## src/logic/aes_pkg.sv

```systemverilog
// shared constants and types for the automatic emulation switch
package aes_pkg;
  // clock rate and time figures
  localparam longint unsigned CLK_HZ        = 125_000_000;
  localparam longint unsigned IDLE_TIME_S   = 10;
  localparam longint unsigned GAP_TIME_S    = 3;
  localparam longint unsigned IDLE_CYCLES   = IDLE_TIME_S * CLK_HZ;
  localparam longint unsigned GAP_CYCLES    = GAP_TIME_S * CLK_HZ;
  // busy release delays after acknowledge, per emulation
  localparam int unsigned     CLK_PERIOD_NS = 8;
  localparam int unsigned     NATIVE_BUSY_NS = 1000;
  localparam int unsigned     IMPACT_BUSY_NS = 2000;
  localparam int unsigned     NATIVE_BUSY_CYC =
    (NATIVE_BUSY_NS + CLK_PERIOD_NS - 1) / CLK_PERIOD_NS;
  localparam int unsigned     IMPACT_BUSY_CYC =
    (IMPACT_BUSY_NS + CLK_PERIOD_NS - 1) / CLK_PERIOD_NS;
  localparam int unsigned     BUSY_CNT_W    = 10;
  // byte threshold for commit
  localparam int unsigned     BYTE_LIMIT    = 512;
  localparam int unsigned     BYTE_CNT_W    = 10;
  localparam int unsigned     TIMER_W       = 32;
  // command recognition bytes
  localparam logic [7:0]      CMD_ESC       = 8'h1B;
  localparam logic [7:0]      CMD_NATIVE_A  = 8'h5B;
  localparam logic [7:0]      CMD_NATIVE_B  = 8'h28;
  localparam logic [7:0]      CMD_IMPACT_A  = 8'h2A;
  localparam logic [7:0]      CMD_IMPACT_B  = 8'h78;

  typedef enum logic [1:0] {
    AES_NATIVE = 2'b00,
    AES_IMPACT = 2'b01,
    AES_VENDOR = 2'b10
  } aes_mode_e;

  typedef enum logic [1:0] {
    AES_OPEN    = 2'b00,
    AES_DECIDED = 2'b01,
    AES_LOCKED  = 2'b10
  } aes_state_e;

  typedef struct packed {
    logic       valid;
    logic [7:0] data;
  } aes_byte_s;

  typedef struct packed {
    logic      seen;
    aes_mode_e cls;
  } aes_cmd_s;
endpackage

```

## src/logic/aes_switch.sv

```systemverilog
// automatic emulation switch: decision window, commit and mode register
// Operation
// - auto selection only when setting nineteen on
// - classify host commands as native or impact
// - decide only in open window after idle
// - commit after more than 512 bytes
// - commit after reception gap over three seconds
// - commit when put offline before thresholds
// - store reset: auto off, native selected
// - enabling auto keeps the previous mode
// - power-up loads the stored mode
// - vendor driver forces extended command mode
// - high quality in emulation uses colour normal
// - busy release timing follows effective emulation
`timescale 1ns/1ps
module aes_switch #(
  parameter logic [31:0] IDLE_LIMIT = 32'(aes_pkg::IDLE_CYCLES),
  parameter logic [31:0] GAP_LIMIT  = 32'(aes_pkg::GAP_CYCLES)
) (
  // clock and reset
  input  wire logic               core_clk,
  input  wire logic               rst,
  // host data
  input  wire aes_pkg::aes_byte_s rxByte,
  input  wire logic               pendingData,
  input  wire logic               offline,
  // configuration
  input  wire logic               autoSwitchOn,
  input  wire aes_pkg::aes_mode_e manualMode,
  input  wire aes_pkg::aes_mode_e storedMode,
  input  wire logic               storeReset,
  input  wire logic               vendorDriver,
  input  wire logic               hqRequest,
  // parallel port timing
  input  wire logic               ackDone,
  output logic                    busyRelease,
  // status
  output aes_pkg::aes_mode_e      activeMode,
  output aes_pkg::aes_mode_e      effectiveMode,
  output logic                    colourNormal,
  output logic                    autoEnabled,
  output aes_pkg::aes_state_e     state
);
  import aes_pkg::*;

  aes_cmd_s               cmd;
  aes_state_e             next_state;
  aes_mode_e              candidate;
  logic [BYTE_CNT_W-1:0]  byteCount;
  logic                   gapExpired;
  logic                   idleExpired;
  logic                   loadPending;
  logic                   storeHold;
  logic                   commitHit;
  logic                   commit;
  logic [BUSY_CNT_W-1:0]  busyCount;

  //////////////////////////////////////////////////////////////////////
  // command recognition and timers
  aes_cmd_classifier u_classifier (
    .core_clk (core_clk),
    .rst      (rst),
    .rxByte   (rxByte),
    .cmd      (cmd)
  );

  aes_gap_timer #(.LIMIT(GAP_LIMIT)) u_gap (
    .core_clk (core_clk),
    .rst      (rst),
    .restart  (rxByte.valid),
    .expired  (gapExpired)
  );

  aes_gap_timer #(.LIMIT(IDLE_LIMIT)) u_idle (
    .core_clk (core_clk),
    .rst      (rst),
    .restart  (rxByte.valid),
    .expired  (idleExpired)
  );

  //////////////////////////////////////////////////////////////////////
  // store reset holds auto off until the setting is cleared
  always_ff @(posedge core_clk or posedge rst) begin
    if (rst) begin
      storeHold <= 1'b0;
    end else if (storeReset) begin
      storeHold <= 1'b1;
    end else if (!autoSwitchOn) begin
      storeHold <= 1'b0;
    end
  end

  assign autoEnabled = autoSwitchOn && !storeHold;

  // power-up load happens on the first edge after release
  always_ff @(posedge core_clk or posedge rst) begin
    if (rst) begin
      loadPending <= 1'b1;
    end else begin
      loadPending <= 1'b0;
    end
  end

  //////////////////////////////////////////////////////////////////////
  // bytes since the window opened
  always_ff @(posedge core_clk or posedge rst) begin
    if (rst) begin
      byteCount <= '0;
    end else if (next_state == AES_OPEN && state != AES_OPEN) begin
      byteCount <= '0;
    end else if (rxByte.valid && byteCount <= BYTE_CNT_W'(BYTE_LIMIT)) begin
      byteCount <= byteCount + BYTE_CNT_W'(1);
    end
  end

  // any of the three commit triggers
  always_comb begin
    commitHit = (byteCount > BYTE_CNT_W'(BYTE_LIMIT))
             || (gapExpired && byteCount != '0)
             || offline;
  end

  assign commit = (state == AES_DECIDED) && commitHit && autoEnabled;

  //////////////////////////////////////////////////////////////////////
  // window state machine
  always_comb begin
    next_state = state;
    case (state)
      AES_OPEN: begin
        if (!autoEnabled) begin
          next_state = AES_OPEN;
        end else if (cmd.seen) begin
          next_state = AES_DECIDED;
        end else if (commitHit) begin
          next_state = AES_LOCKED;
        end
      end
      AES_DECIDED: begin
        if (!autoEnabled) begin
          next_state = AES_OPEN;
        end else if (commitHit) begin
          next_state = AES_LOCKED;
        end
      end
      AES_LOCKED: begin
        if (!autoEnabled) begin
          next_state = AES_OPEN;
        end else if (idleExpired && !pendingData) begin
          next_state = AES_OPEN;
        end
      end
      default: next_state = AES_OPEN;
    endcase
  end

  always_ff @(posedge core_clk or posedge rst) begin
    if (rst) begin
      state <= AES_OPEN;
    end else if (storeReset) begin
      state <= AES_OPEN;
    end else begin
      state <= next_state;
    end
  end

  // candidate captured when a command is decided in the window
  always_ff @(posedge core_clk or posedge rst) begin
    if (rst) begin
      candidate <= AES_NATIVE;
    end else if (state == AES_OPEN && cmd.seen) begin
      candidate <= cmd.cls;
    end
  end

  //////////////////////////////////////////////////////////////////////
  // active emulation register
  always_ff @(posedge core_clk or posedge rst) begin
    if (rst) begin
      activeMode <= AES_NATIVE;
    end else if (storeReset) begin
      activeMode <= AES_NATIVE;
    end else if (loadPending) begin
      activeMode <= (storedMode == AES_IMPACT) ? AES_IMPACT
                                               : AES_NATIVE;
    end else if (!autoEnabled) begin
      activeMode <= (manualMode == AES_IMPACT) ? AES_IMPACT
                                               : AES_NATIVE;
    end else if (commit) begin
      activeMode <= candidate;
    end
  end

  // driver override and colour processing
  always_ff @(posedge core_clk or posedge rst) begin
    if (rst) begin
      effectiveMode <= AES_NATIVE;
      colourNormal  <= 1'b0;
    end else begin
      effectiveMode <= vendorDriver ? AES_VENDOR : activeMode;
      colourNormal  <= hqRequest && !vendorDriver;
    end
  end

  //////////////////////////////////////////////////////////////////////
  // busy release delay after acknowledge
  always_ff @(posedge core_clk or posedge rst) begin
    if (rst) begin
      busyCount   <= '0;
      busyRelease <= 1'b0;
    end else begin
      busyRelease <= (busyCount == BUSY_CNT_W'(1));
      if (ackDone) begin
        busyCount <= (effectiveMode == AES_IMPACT)
                   ? BUSY_CNT_W'(IMPACT_BUSY_CYC)
                   : BUSY_CNT_W'(NATIVE_BUSY_CYC);
      end else if (busyCount != '0) begin
        busyCount <= busyCount - BUSY_CNT_W'(1);
      end
    end
  end

  //////////////////////////////////////////////////////////////////////
  // checks
  a_auto_gate: assert property (
    @(posedge core_clk) disable iff (rst)
    !autoEnabled && !loadPending && !storeReset |=>
      activeMode == $past(manualMode == AES_IMPACT ? AES_IMPACT : AES_NATIVE))
    else $error("manual mode not followed");

  a_cmd_decide: assert property (
    @(posedge core_clk) disable iff (rst)
    state == AES_OPEN && autoEnabled && cmd.seen && !storeReset |=>
      state == AES_DECIDED && candidate == $past(cmd.cls))
    else $error("command not decided");

  a_window_reopen: assert property (
    @(posedge core_clk) disable iff (rst)
    $rose(state == AES_OPEN) |->
      $past(!autoEnabled || storeReset || (idleExpired && !pendingData)))
    else $error("window reopened early");

  a_byte_commit: assert property (
    @(posedge core_clk) disable iff (rst)
    state == AES_DECIDED && autoEnabled && !storeReset &&
    byteCount > BYTE_CNT_W'(BYTE_LIMIT) |=> state == AES_LOCKED)
    else $error("byte limit did not commit");

  a_byte_saturate: assert property (
    @(posedge core_clk) disable iff (rst)
    byteCount <= BYTE_CNT_W'(BYTE_LIMIT + 1))
    else $error("byte count ran past the limit");

  a_gap_commit: assert property (
    @(posedge core_clk) disable iff (rst)
    state == AES_DECIDED && autoEnabled && !storeReset && gapExpired &&
    byteCount != '0 |=> state == AES_LOCKED)
    else $error("gap did not commit");

  a_offline_commit: assert property (
    @(posedge core_clk) disable iff (rst)
    commit && !storeReset && !loadPending |=>
      activeMode == $past(candidate) && state == AES_LOCKED)
    else $error("commit not taken");

  a_store_reset: assert property (
    @(posedge core_clk) disable iff (rst)
    storeReset |=>
      activeMode == AES_NATIVE && !autoEnabled && state == AES_OPEN)
    else $error("store reset not applied");

  a_keep_mode: assert property (
    @(posedge core_clk) disable iff (rst)
    $rose(autoEnabled) && !storeReset && !loadPending |=>
      $stable(activeMode))
    else $error("mode changed on enable");

  a_power_load: assert property (
    @(posedge core_clk) disable iff (rst)
    loadPending && !storeReset |=>
      activeMode == $past(storedMode == AES_IMPACT ? AES_IMPACT : AES_NATIVE))
    else $error("stored mode not loaded");

  a_vendor_force: assert property (
    @(posedge core_clk) disable iff (rst)
    vendorDriver |=> effectiveMode == AES_VENDOR)
    else $error("vendor mode not forced");

  a_colour_normal: assert property (
    @(posedge core_clk) disable iff (rst)
    hqRequest && !vendorDriver |=> colourNormal)
    else $error("colour normal not selected");

  a_mode_cause: assert property (
    @(posedge core_clk) disable iff (rst)
    !$stable(activeMode) |->
      $past(commit || loadPending || storeReset || !autoEnabled))
    else $error("mode changed without cause");

  a_locked_hold: assert property (
    @(posedge core_clk) disable iff (rst)
    state == AES_LOCKED && autoEnabled && !storeReset && !loadPending |=>
      $stable(activeMode))
    else $error("mode moved while locked");

  a_busy_timing: assert property (
    @(posedge core_clk) disable iff (rst)
    ackDone && effectiveMode == AES_IMPACT ##1 !ackDone [*8] |->
      busyCount == BUSY_CNT_W'(IMPACT_BUSY_CYC - 7))
    else $error("impact busy delay wrong");

  a_native_busy: assert property (
    @(posedge core_clk) disable iff (rst)
    ackDone && effectiveMode != AES_IMPACT |=>
      busyCount == BUSY_CNT_W'(NATIVE_BUSY_CYC))
    else $error("native busy delay wrong");

  a_busy_pulse: assert property (
    @(posedge core_clk) disable iff (rst)
    busyRelease |=> !busyRelease)
    else $error("busy release longer than one cycle");
endmodule

```

## src/logic/aes_gap_timer.sv

```systemverilog
// counts cycles since the last restart and flags an overrun
`timescale 1ns/1ps
module aes_gap_timer #(
  parameter logic [31:0] LIMIT = 32'h0000_0010
) (
  // clock and reset
  input  wire logic core_clk,
  input  wire logic rst,
  // control
  input  wire logic restart,
  // status
  output logic      expired
);
  logic [31:0] count;

  // saturating count, expired once strictly over the limit
  always_ff @(posedge core_clk or posedge rst) begin
    if (rst) begin
      count   <= 32'h0000_0000;
      expired <= 1'b0;
    end else if (restart) begin
      count   <= 32'h0000_0000;
      expired <= 1'b0;
    end else if (count <= LIMIT) begin
      count   <= count + 32'h0000_0001;
      expired <= (count == LIMIT);
    end
  end
endmodule

```

## src/logic/aes_cmd_classifier.sv

```systemverilog
// spots escape sequences and tells which command set they belong to
`timescale 1ns/1ps
module aes_cmd_classifier (
  // clock and reset
  input  wire logic              core_clk,
  input  wire logic              rst,
  // host byte stream
  input  wire aes_pkg::aes_byte_s rxByte,
  // recognised command
  output aes_pkg::aes_cmd_s       cmd
);
  import aes_pkg::*;
  logic escSeen;

  // remember an escape so the next byte can be classified
  always_ff @(posedge core_clk or posedge rst) begin
    if (rst) begin
      escSeen <= 1'b0;
    end else if (rxByte.valid) begin
      escSeen <= (rxByte.data == CMD_ESC) && !escSeen;
    end
  end

  // one-cycle report with the class of the sequence
  always_ff @(posedge core_clk or posedge rst) begin
    if (rst) begin
      cmd <= '{seen: 1'b0, cls: AES_NATIVE};
    end else begin
      cmd.seen <= 1'b0;
      if (rxByte.valid && escSeen) begin
        if (rxByte.data == CMD_NATIVE_A || rxByte.data == CMD_NATIVE_B) begin
          cmd <= '{seen: 1'b1, cls: AES_NATIVE};
        end else if (rxByte.data == CMD_IMPACT_A ||
                     rxByte.data == CMD_IMPACT_B) begin
          cmd <= '{seen: 1'b1, cls: AES_IMPACT};
        end
      end
    end
  end
endmodule

```

## config.mk

```make
export PLATFORM = sky130hd
export DESIGN_NAME = aes_switch
export DESIGN_NICKNAME = d
export VERILOG_FILES = /design/src/logic/aes_pkg.sv /design/src/logic/aes_switch.sv /design/src/logic/aes_gap_timer.sv /design/src/logic/aes_cmd_classifier.sv
export SDC_FILE = /design/constraint.sdc
export NUM_CORES = 1
export LEC_CHECK = 0
export ABC_CLOCK_PERIOD_IN_PS = 4280
export BUFFER_PORTS_ARGS = -buffer_cell sky130_fd_sc_hd__buf_4
export CORE_ASPECT_RATIO = 1.75
export CORE_UTILIZATION = 44
export DETAILED_ROUTE_END_ITERATION = 8
export HOLD_SLACK_MARGIN = 0.05
export MAX_ROUTING_LAYER = met4
export SLEW_MARGIN = 5
export SYNTH_ARGS = -nofsm -noshare
export SYNTH_HDL_FRONTEND = slang
export SYNTH_SLANG_ARGS = --single-unit
```

## constraint.sdc

```tcl
create_clock -name core_clk -period 4.28 [get_ports core_clk]
set_input_delay 1.07 -clock core_clk [delete_from_list [all_inputs] [get_ports core_clk]]
set_output_delay 1.07 -clock core_clk [all_outputs]
set_load 0.02 [all_outputs]
```

# After elaboration in Yosys (flattened, before gate mapping)
# Cells that the tools add are included.
# word_totals
ramBits	0
latchBits	0
rom_bits	0
n_memories	0
word_cells	103
regBits	102
# classes
n_lt_le_gt_ge	4
n_reduce_logical	30
eq_ne	15
div	0
n_bitwise	0
mul	0
addsub	4
n_shift	0
n_mux	33
# op_table
cell	count
32-bit two-way mux	4
32-bit by 1-bit adder with 32-bit output (second input constant)	2
10-bit two-way mux	4
32-bit by 29-bit equality test with 1-bit output (second input constant)	1
32-bit by 31-bit equality test with 1-bit output (second input constant)	1
32-bit by 29-bit less-or-equal comparator with 1-bit output (second input constant)	1
32-bit by 31-bit less-or-equal comparator with 1-bit output (second input constant)	1
2-bit two-way mux	12
10-bit nonzero test	2
8-bit by 6-bit equality test with 1-bit output (second input constant)	2
8-bit by 7-bit equality test with 1-bit output (second input constant)	2
2-bit nonzero test	6
1-bit logical AND	11
10-bit by 1-bit adder with 10-bit output (second input constant)	1
10-bit by 1-bit equality test with 1-bit output (second input constant)	1
10-bit greater-than comparator (second input constant)	1
10-bit less-or-equal comparator (second input constant)	1
10-bit by 1-bit subtractor with 10-bit output (second input constant)	1
3-bit two-way mux	3
2-bit by 1-bit equality test with 1-bit output (second input constant)	4
8-bit by 5-bit equality test with 1-bit output (second input constant)	1
1-bit two-way mux	8
8-bit two-way mux	1
2-bit one-hot mux with 3 select lines	1
other kinds (7)	14

# Logic depth before layout (Yosys ltp)
# depth
depth_word	11
ltp_mapped	10

# Modules after synthesis
# From an unflattened synthesis, not the netlist that was laid out.
# hier_totals
cells_unflattened	600
hier_area_um2	5537.8
# by_module_without_submodules
mod	cells_each	seq_area_each_um2	n_inst	area_each_um2
aes_gap_timer at u_idle	210	825.8	1	1878.1
aes_gap_timer at u_gap	203	825.8	1	1826.8
aes_switch	162	802.0	1	1620.3
aes_cmd_classifier	25	75.1	1	212.7

# Worst setup path after synthesis
# OpenSTA, ideal clock, no wires.
# synth_timing
path_type	register to register
startpoint	register u_idle.count[19]
endpoint	register u_idle.count[1]
path_buffers	2
period_less_slack_ps	2699
required_ps	4148
slack_ps	1581
stages_incl_launch_ff	9
arrival_time_ps	2567
setup_time_ps	132
cell_sequence	dfrtp_1 -> or4_1 -> or4b_4 -> or3_1 -> a21oi_2 -> buf_4 -> buf_6 -> mux2i_1 -> nor2_1
# synth_between
elab_chain_len	2
# synth_rtl
item	line_no	source
from (decl)	aes_gap_timer.sv:14	logic [31:0] count;
from (signal assigned)	aes_gap_timer.sv:25	count <= count + 32'h0000_0001;
32-bit by 31-bit less-or-equal comparator with 1-bit output	aes_gap_timer.sv:24	end else if (count <= LIMIT) begin
2-bit nonzero test (no source line)	n/a	
# No other way between the ends.
# A chain may end at the register's enable or synchronous reset.

# Worst setup path in the final report
# layout_timing
startpoint	register u_idle.count[19]
endpoint	register u_idle.count[20]
# layout_between
elab_chain_len	3
word_cells_on_any_way	5
# layout_rtl
item	line_no	source
32-bit by 1-bit adder with 32-bit output	aes_gap_timer.sv:25	
32-bit two-way mux	aes_gap_timer.sv:24	
32-bit two-way mux	aes_gap_timer.sv:21	end else if (restart) begin
# Several ways; a longest one is shown, not always the timed one. The select of a mux whose other input is x is not followed.

==> impl_metrics.env <==
export IMPL_outcome="finished clean"
export IMPL_vias_per_cell=5.74
export IMPL_powerDensity_nw_per_um2=331
export IMPL_ys_top_cells_by_count="dfrtp_1, a21oi_1, o21ai_0, nand2_1"
export IMPL_synth_seq_cells=100
export IMPL_synthFlopType="dfrtp_1"
export IMPL_synth_async_reset_ratio=1.00
export IMPL_cp_data_arrival_time_ns=3.50
export IMPL_die_w_um=86.1
export IMPL_fp_dieArea_um2=12800
export IMPL_wl_per_cell_um=15.2
export IMPL_boundaryPins=31
export IMPL_fillers=1112
export IMPL_die_h_um=149
export IMPL_crit_path_frequent_cell="or4_1"
export IMPL_netlist_top_cells_area="dfrtp_1, a21oi_1, or3_1"
export IMPL_hold_end="storeHold$_DFFE_PP0P_"
export IMPL_period_needed_ns=3.31
export IMPL_netlist_instances=599
export IMPL_drt_iter0_markers=208
export IMPL_final_nets=650
export IMPL_clkSlewWorstSetupHoldPaths_ns=0.07
export IMPL_whs_path_depth=1
export IMPL_place_port_buffers=30
export IMPL_area_delta_synth_final_pct=12.3
export IMPL_finalHoldViolations=0
export IMPL_initial_core_util=0.454
export IMPL_num_rows=53
export IMPL_cts_resized=0
export IMPL_gp_congestion=0.785
export IMPL_seqCellArea_um2=2500
export IMPL_cp_slowest_cell="a21oi_4"
export IMPL_cts_sinks=100
export IMPL_ys_warn_count=0
export IMPL_rsz0062_at_grt="no"
export IMPL_worstHoldPathType="reg -> reg"
export IMPL_htree_num_levels=3
export IMPL_worstMarginPinSlew_ns=0.910
export IMPL_slowest_delay_ns=0.59
export IMPL_root_buffer="clkbuf_16"
export IMPL_antenna_found_initial=0
export IMPL_post_route_period_util=0.773
export IMPL_synth_enable_flop_cells=0
export IMPL_first_pass_iters=4
export IMPL_crit_type="reg -> reg"
export IMPL_synth_most_common_cell="dfrtp_1"
export IMPL_num_vias=4538
export IMPL_r2r_end="u_idle.count[20]$_DFFE_PP0P_"
export IMPL_cts_tree="built"
export IMPL_grt_max_degree=74
export IMPL_fmax_mhz=302
export IMPL_postSynthNetCount=629
export IMPL_place_hpwl_um=8260
export IMPL_leakagePower_uw=0.00245
export IMPL_fin_setup_tns_ns=0
export IMPL_numCtsBuffers=9
export IMPL_relSlewSlack=0.388
export IMPL_finClkSkew_ns=0.00581
export IMPL_rr_worst_depth=7
export IMPL_ir_worst_vdd_uv=239
export IMPL_wl_um=12000
export IMPL_setup_violations=0
export IMPL_path_max_fanout=31
export IMPL_synth_top_area_share=0.455
export IMPL_diodes=0
export IMPL_clock_latency_ns=0.35
export IMPL_slew_viol_final=0
export IMPL_reg2reg_slack_ns=0.97
export IMPL_overflow=0
export IMPL_critPathLaunchType="flip-flop"
export IMPL_grt_usage=0.208
export IMPL_total_power_uw=2020
export IMPL_grt_pass1_wl_um=20600
export IMPL_hold_path_startpoint="storeHold$_DFFE_PP0P_"
export IMPL_coreArea_um2=12000
export IMPL_cp_data_required_time_ns=4.47
export IMPL_detail_route_antenna_nets=0
export IMPL_drive_above_1_share=0.112
export IMPL_drc=0
export IMPL_grt_pass1_vias=4490
export IMPL_ys_types=56
export IMPL_synth_seq_area_share=0.460
export IMPL_cts_buffer_depth=2
export IMPL_multi_input_area_um2=2740
export IMPL_post_synth_top_area_cell="dfrtp_1"
export IMPL_cap_viol_max_count=0
export IMPL_hold_slack_ns=0.484
export IMPL_hold_buffers=0
export IMPL_post_cts_buffers=0
export IMPL_avgSynthCellArea_um2=9.09
export IMPL_synth_area_um2=5440
export IMPL_crit_path_end_kind="flip-flop"
export IMPL_r2r_start="u_idle.count[19]$_DFFE_PP0P_"
export IMPL_path_cells="or4_1 > or4b_4 > or3_1 > a21oi_4 > buf_4 > or4_1 > a21oi_1"
[routing by layer]
metal / vias to the layer above / wire length (µm) / GRT usage
met5: - / 0 / -
met4: 0 / 246 / 0.0858
met3: 19 / 216 / 0.0343
met2: 41 / 6680 / 0.373
met1: 2245 / 4840 / 0.223
li1: 2233 / - / -
[power breakdown]
group | internal [µW] | switching [µW] | leakage [µW]
registers | 979 | 35.3 | 0.00134
clock network | 460 | 372 | 0.000137
logic | 77.7 | 99.6 | 0.000965
total | 1520 | 506 | 0.00245
[layout make-up]
type,instances,area share
repair buffers,35,0.0430
flip-flops and latches,100,0.410
multi-input cells,449,0.449
inverters,25,0.0158
clock inverters,6,0.0119
well taps,165,0.0338
clock buffers,10,0.0375
[worst max-delay path: cells and delay by family, from the launching register on]
family	cells	cell delay, ns
buf+inv	1	0.37
flops	1	0.43
compound gates	2	0.65
simple gates	4	1.70
[cell usage in the layout, fill, tap and decap left out, types with 3 or more instances in the layout]
cell type   count
a21oi_1        56
o21ai_0        47
nand3_1        30
nand2b_1        5
and3_1         14
xnor2_1         8
nand3b_1        4
a21o_1          4
dfrtp_1        99
o31ai_1         9
xor2_1          6
nor2_1         38
buf_4          35
mux2i_1         4
nor3b_1         5
nor4b_1         5
or2_2           5
nor3_1         10
inv_1          24
clkbuf_16       9
or4_1          18
nand4_1        20
and2_1          3
nand2_1        40
ha_1            8
nor4_1         11
o21a_1          7
mux2_2          7
nor2b_1        18
clkinvlp_4      3
or3_1          38
[state kept, by name, indices dropped and copies added (netlist names), 2 cells and up]
name and cells:
byteCount 10, busyCount 10, activeMode 2, u_classifier.cmd 2
u_gap.count 32, state 2, u_idle.count 32, effectiveMode 2
[worst max path at each step]
| stage | from | endpoint | slack [ns] | cells after the start |
|---|---|---|---|---|
| after floorplan | rst | activeMode[0]$_DFFE_PP0P_ | 0.59 | 1 |
| after global placement | u_idle.count[19]$_DFFE_PP0P_ | u_idle.count[20]$_DFFE_PP0P_ | 1.08 | 7 |
| after detailed placement | u_idle.count[19]$_DFFE_PP0P_ | u_idle.count[8]$_DFFE_PP0P_ | 1.00 | 7 |
| after CTS | u_idle.count[19]$_DFFE_PP0P_ | u_idle.count[8]$_DFFE_PP0P_ | 1.0 | 7 |
| after global routing | u_idle.count[19]$_DFFE_PP0P_ | u_idle.count[8]$_DFFE_PP0P_ | 0.76 | 7 |
| final | u_idle.count[19]$_DFFE_PP0P_ | u_idle.count[20]$_DFFE_PP0P_ | 0.97 | 7 |
[metrics by stage]
| stage | std cells | instance area (µm²) | utilization | setup WS, ns |
|---|---|---|---|---|
| 2_1_floorplan | 599 | 5440 | - | 0.593 |
| 3_3_place_gp | 774 | 5810 | 0.484 | 1.08 |
| 3_5_place_dp | 774 | 5810 | 0.484 | 1.00 |
| 4_1_cts | 790 | 6110 | 0.509 | 0.999 |
| 5_1_grt | 790 | 6110 | 0.509 | 0.761 |
| 6_report | 790 | 6110 | 0.509 | 0.972 |
[cells by family (layout without fill, tap and decap cells)]
| kind of cell | Yosys count | after routing | share of synthesized area |
|---|---|---|---|
| buffers and inverters | 50 | 76 | 0.0388 |
| flip-flops | 100 | 100 | 0.460 |
| adder cells (fa/ha/maj) | 8 | 8 | 0.0184 |
| other | 1 | 1 | 0.000689 |
| AO/OA/AOI/OAI | 139 | 139 | 0.147 |
| XOR/XNOR | 14 | 14 | 0.0225 |
| AND/OR/NAND/NOR | 276 | 276 | 0.291 |
| multiplexers | 11 | 11 | 0.0218 |
No activity file was read; power rests on OpenSTA's default activity.
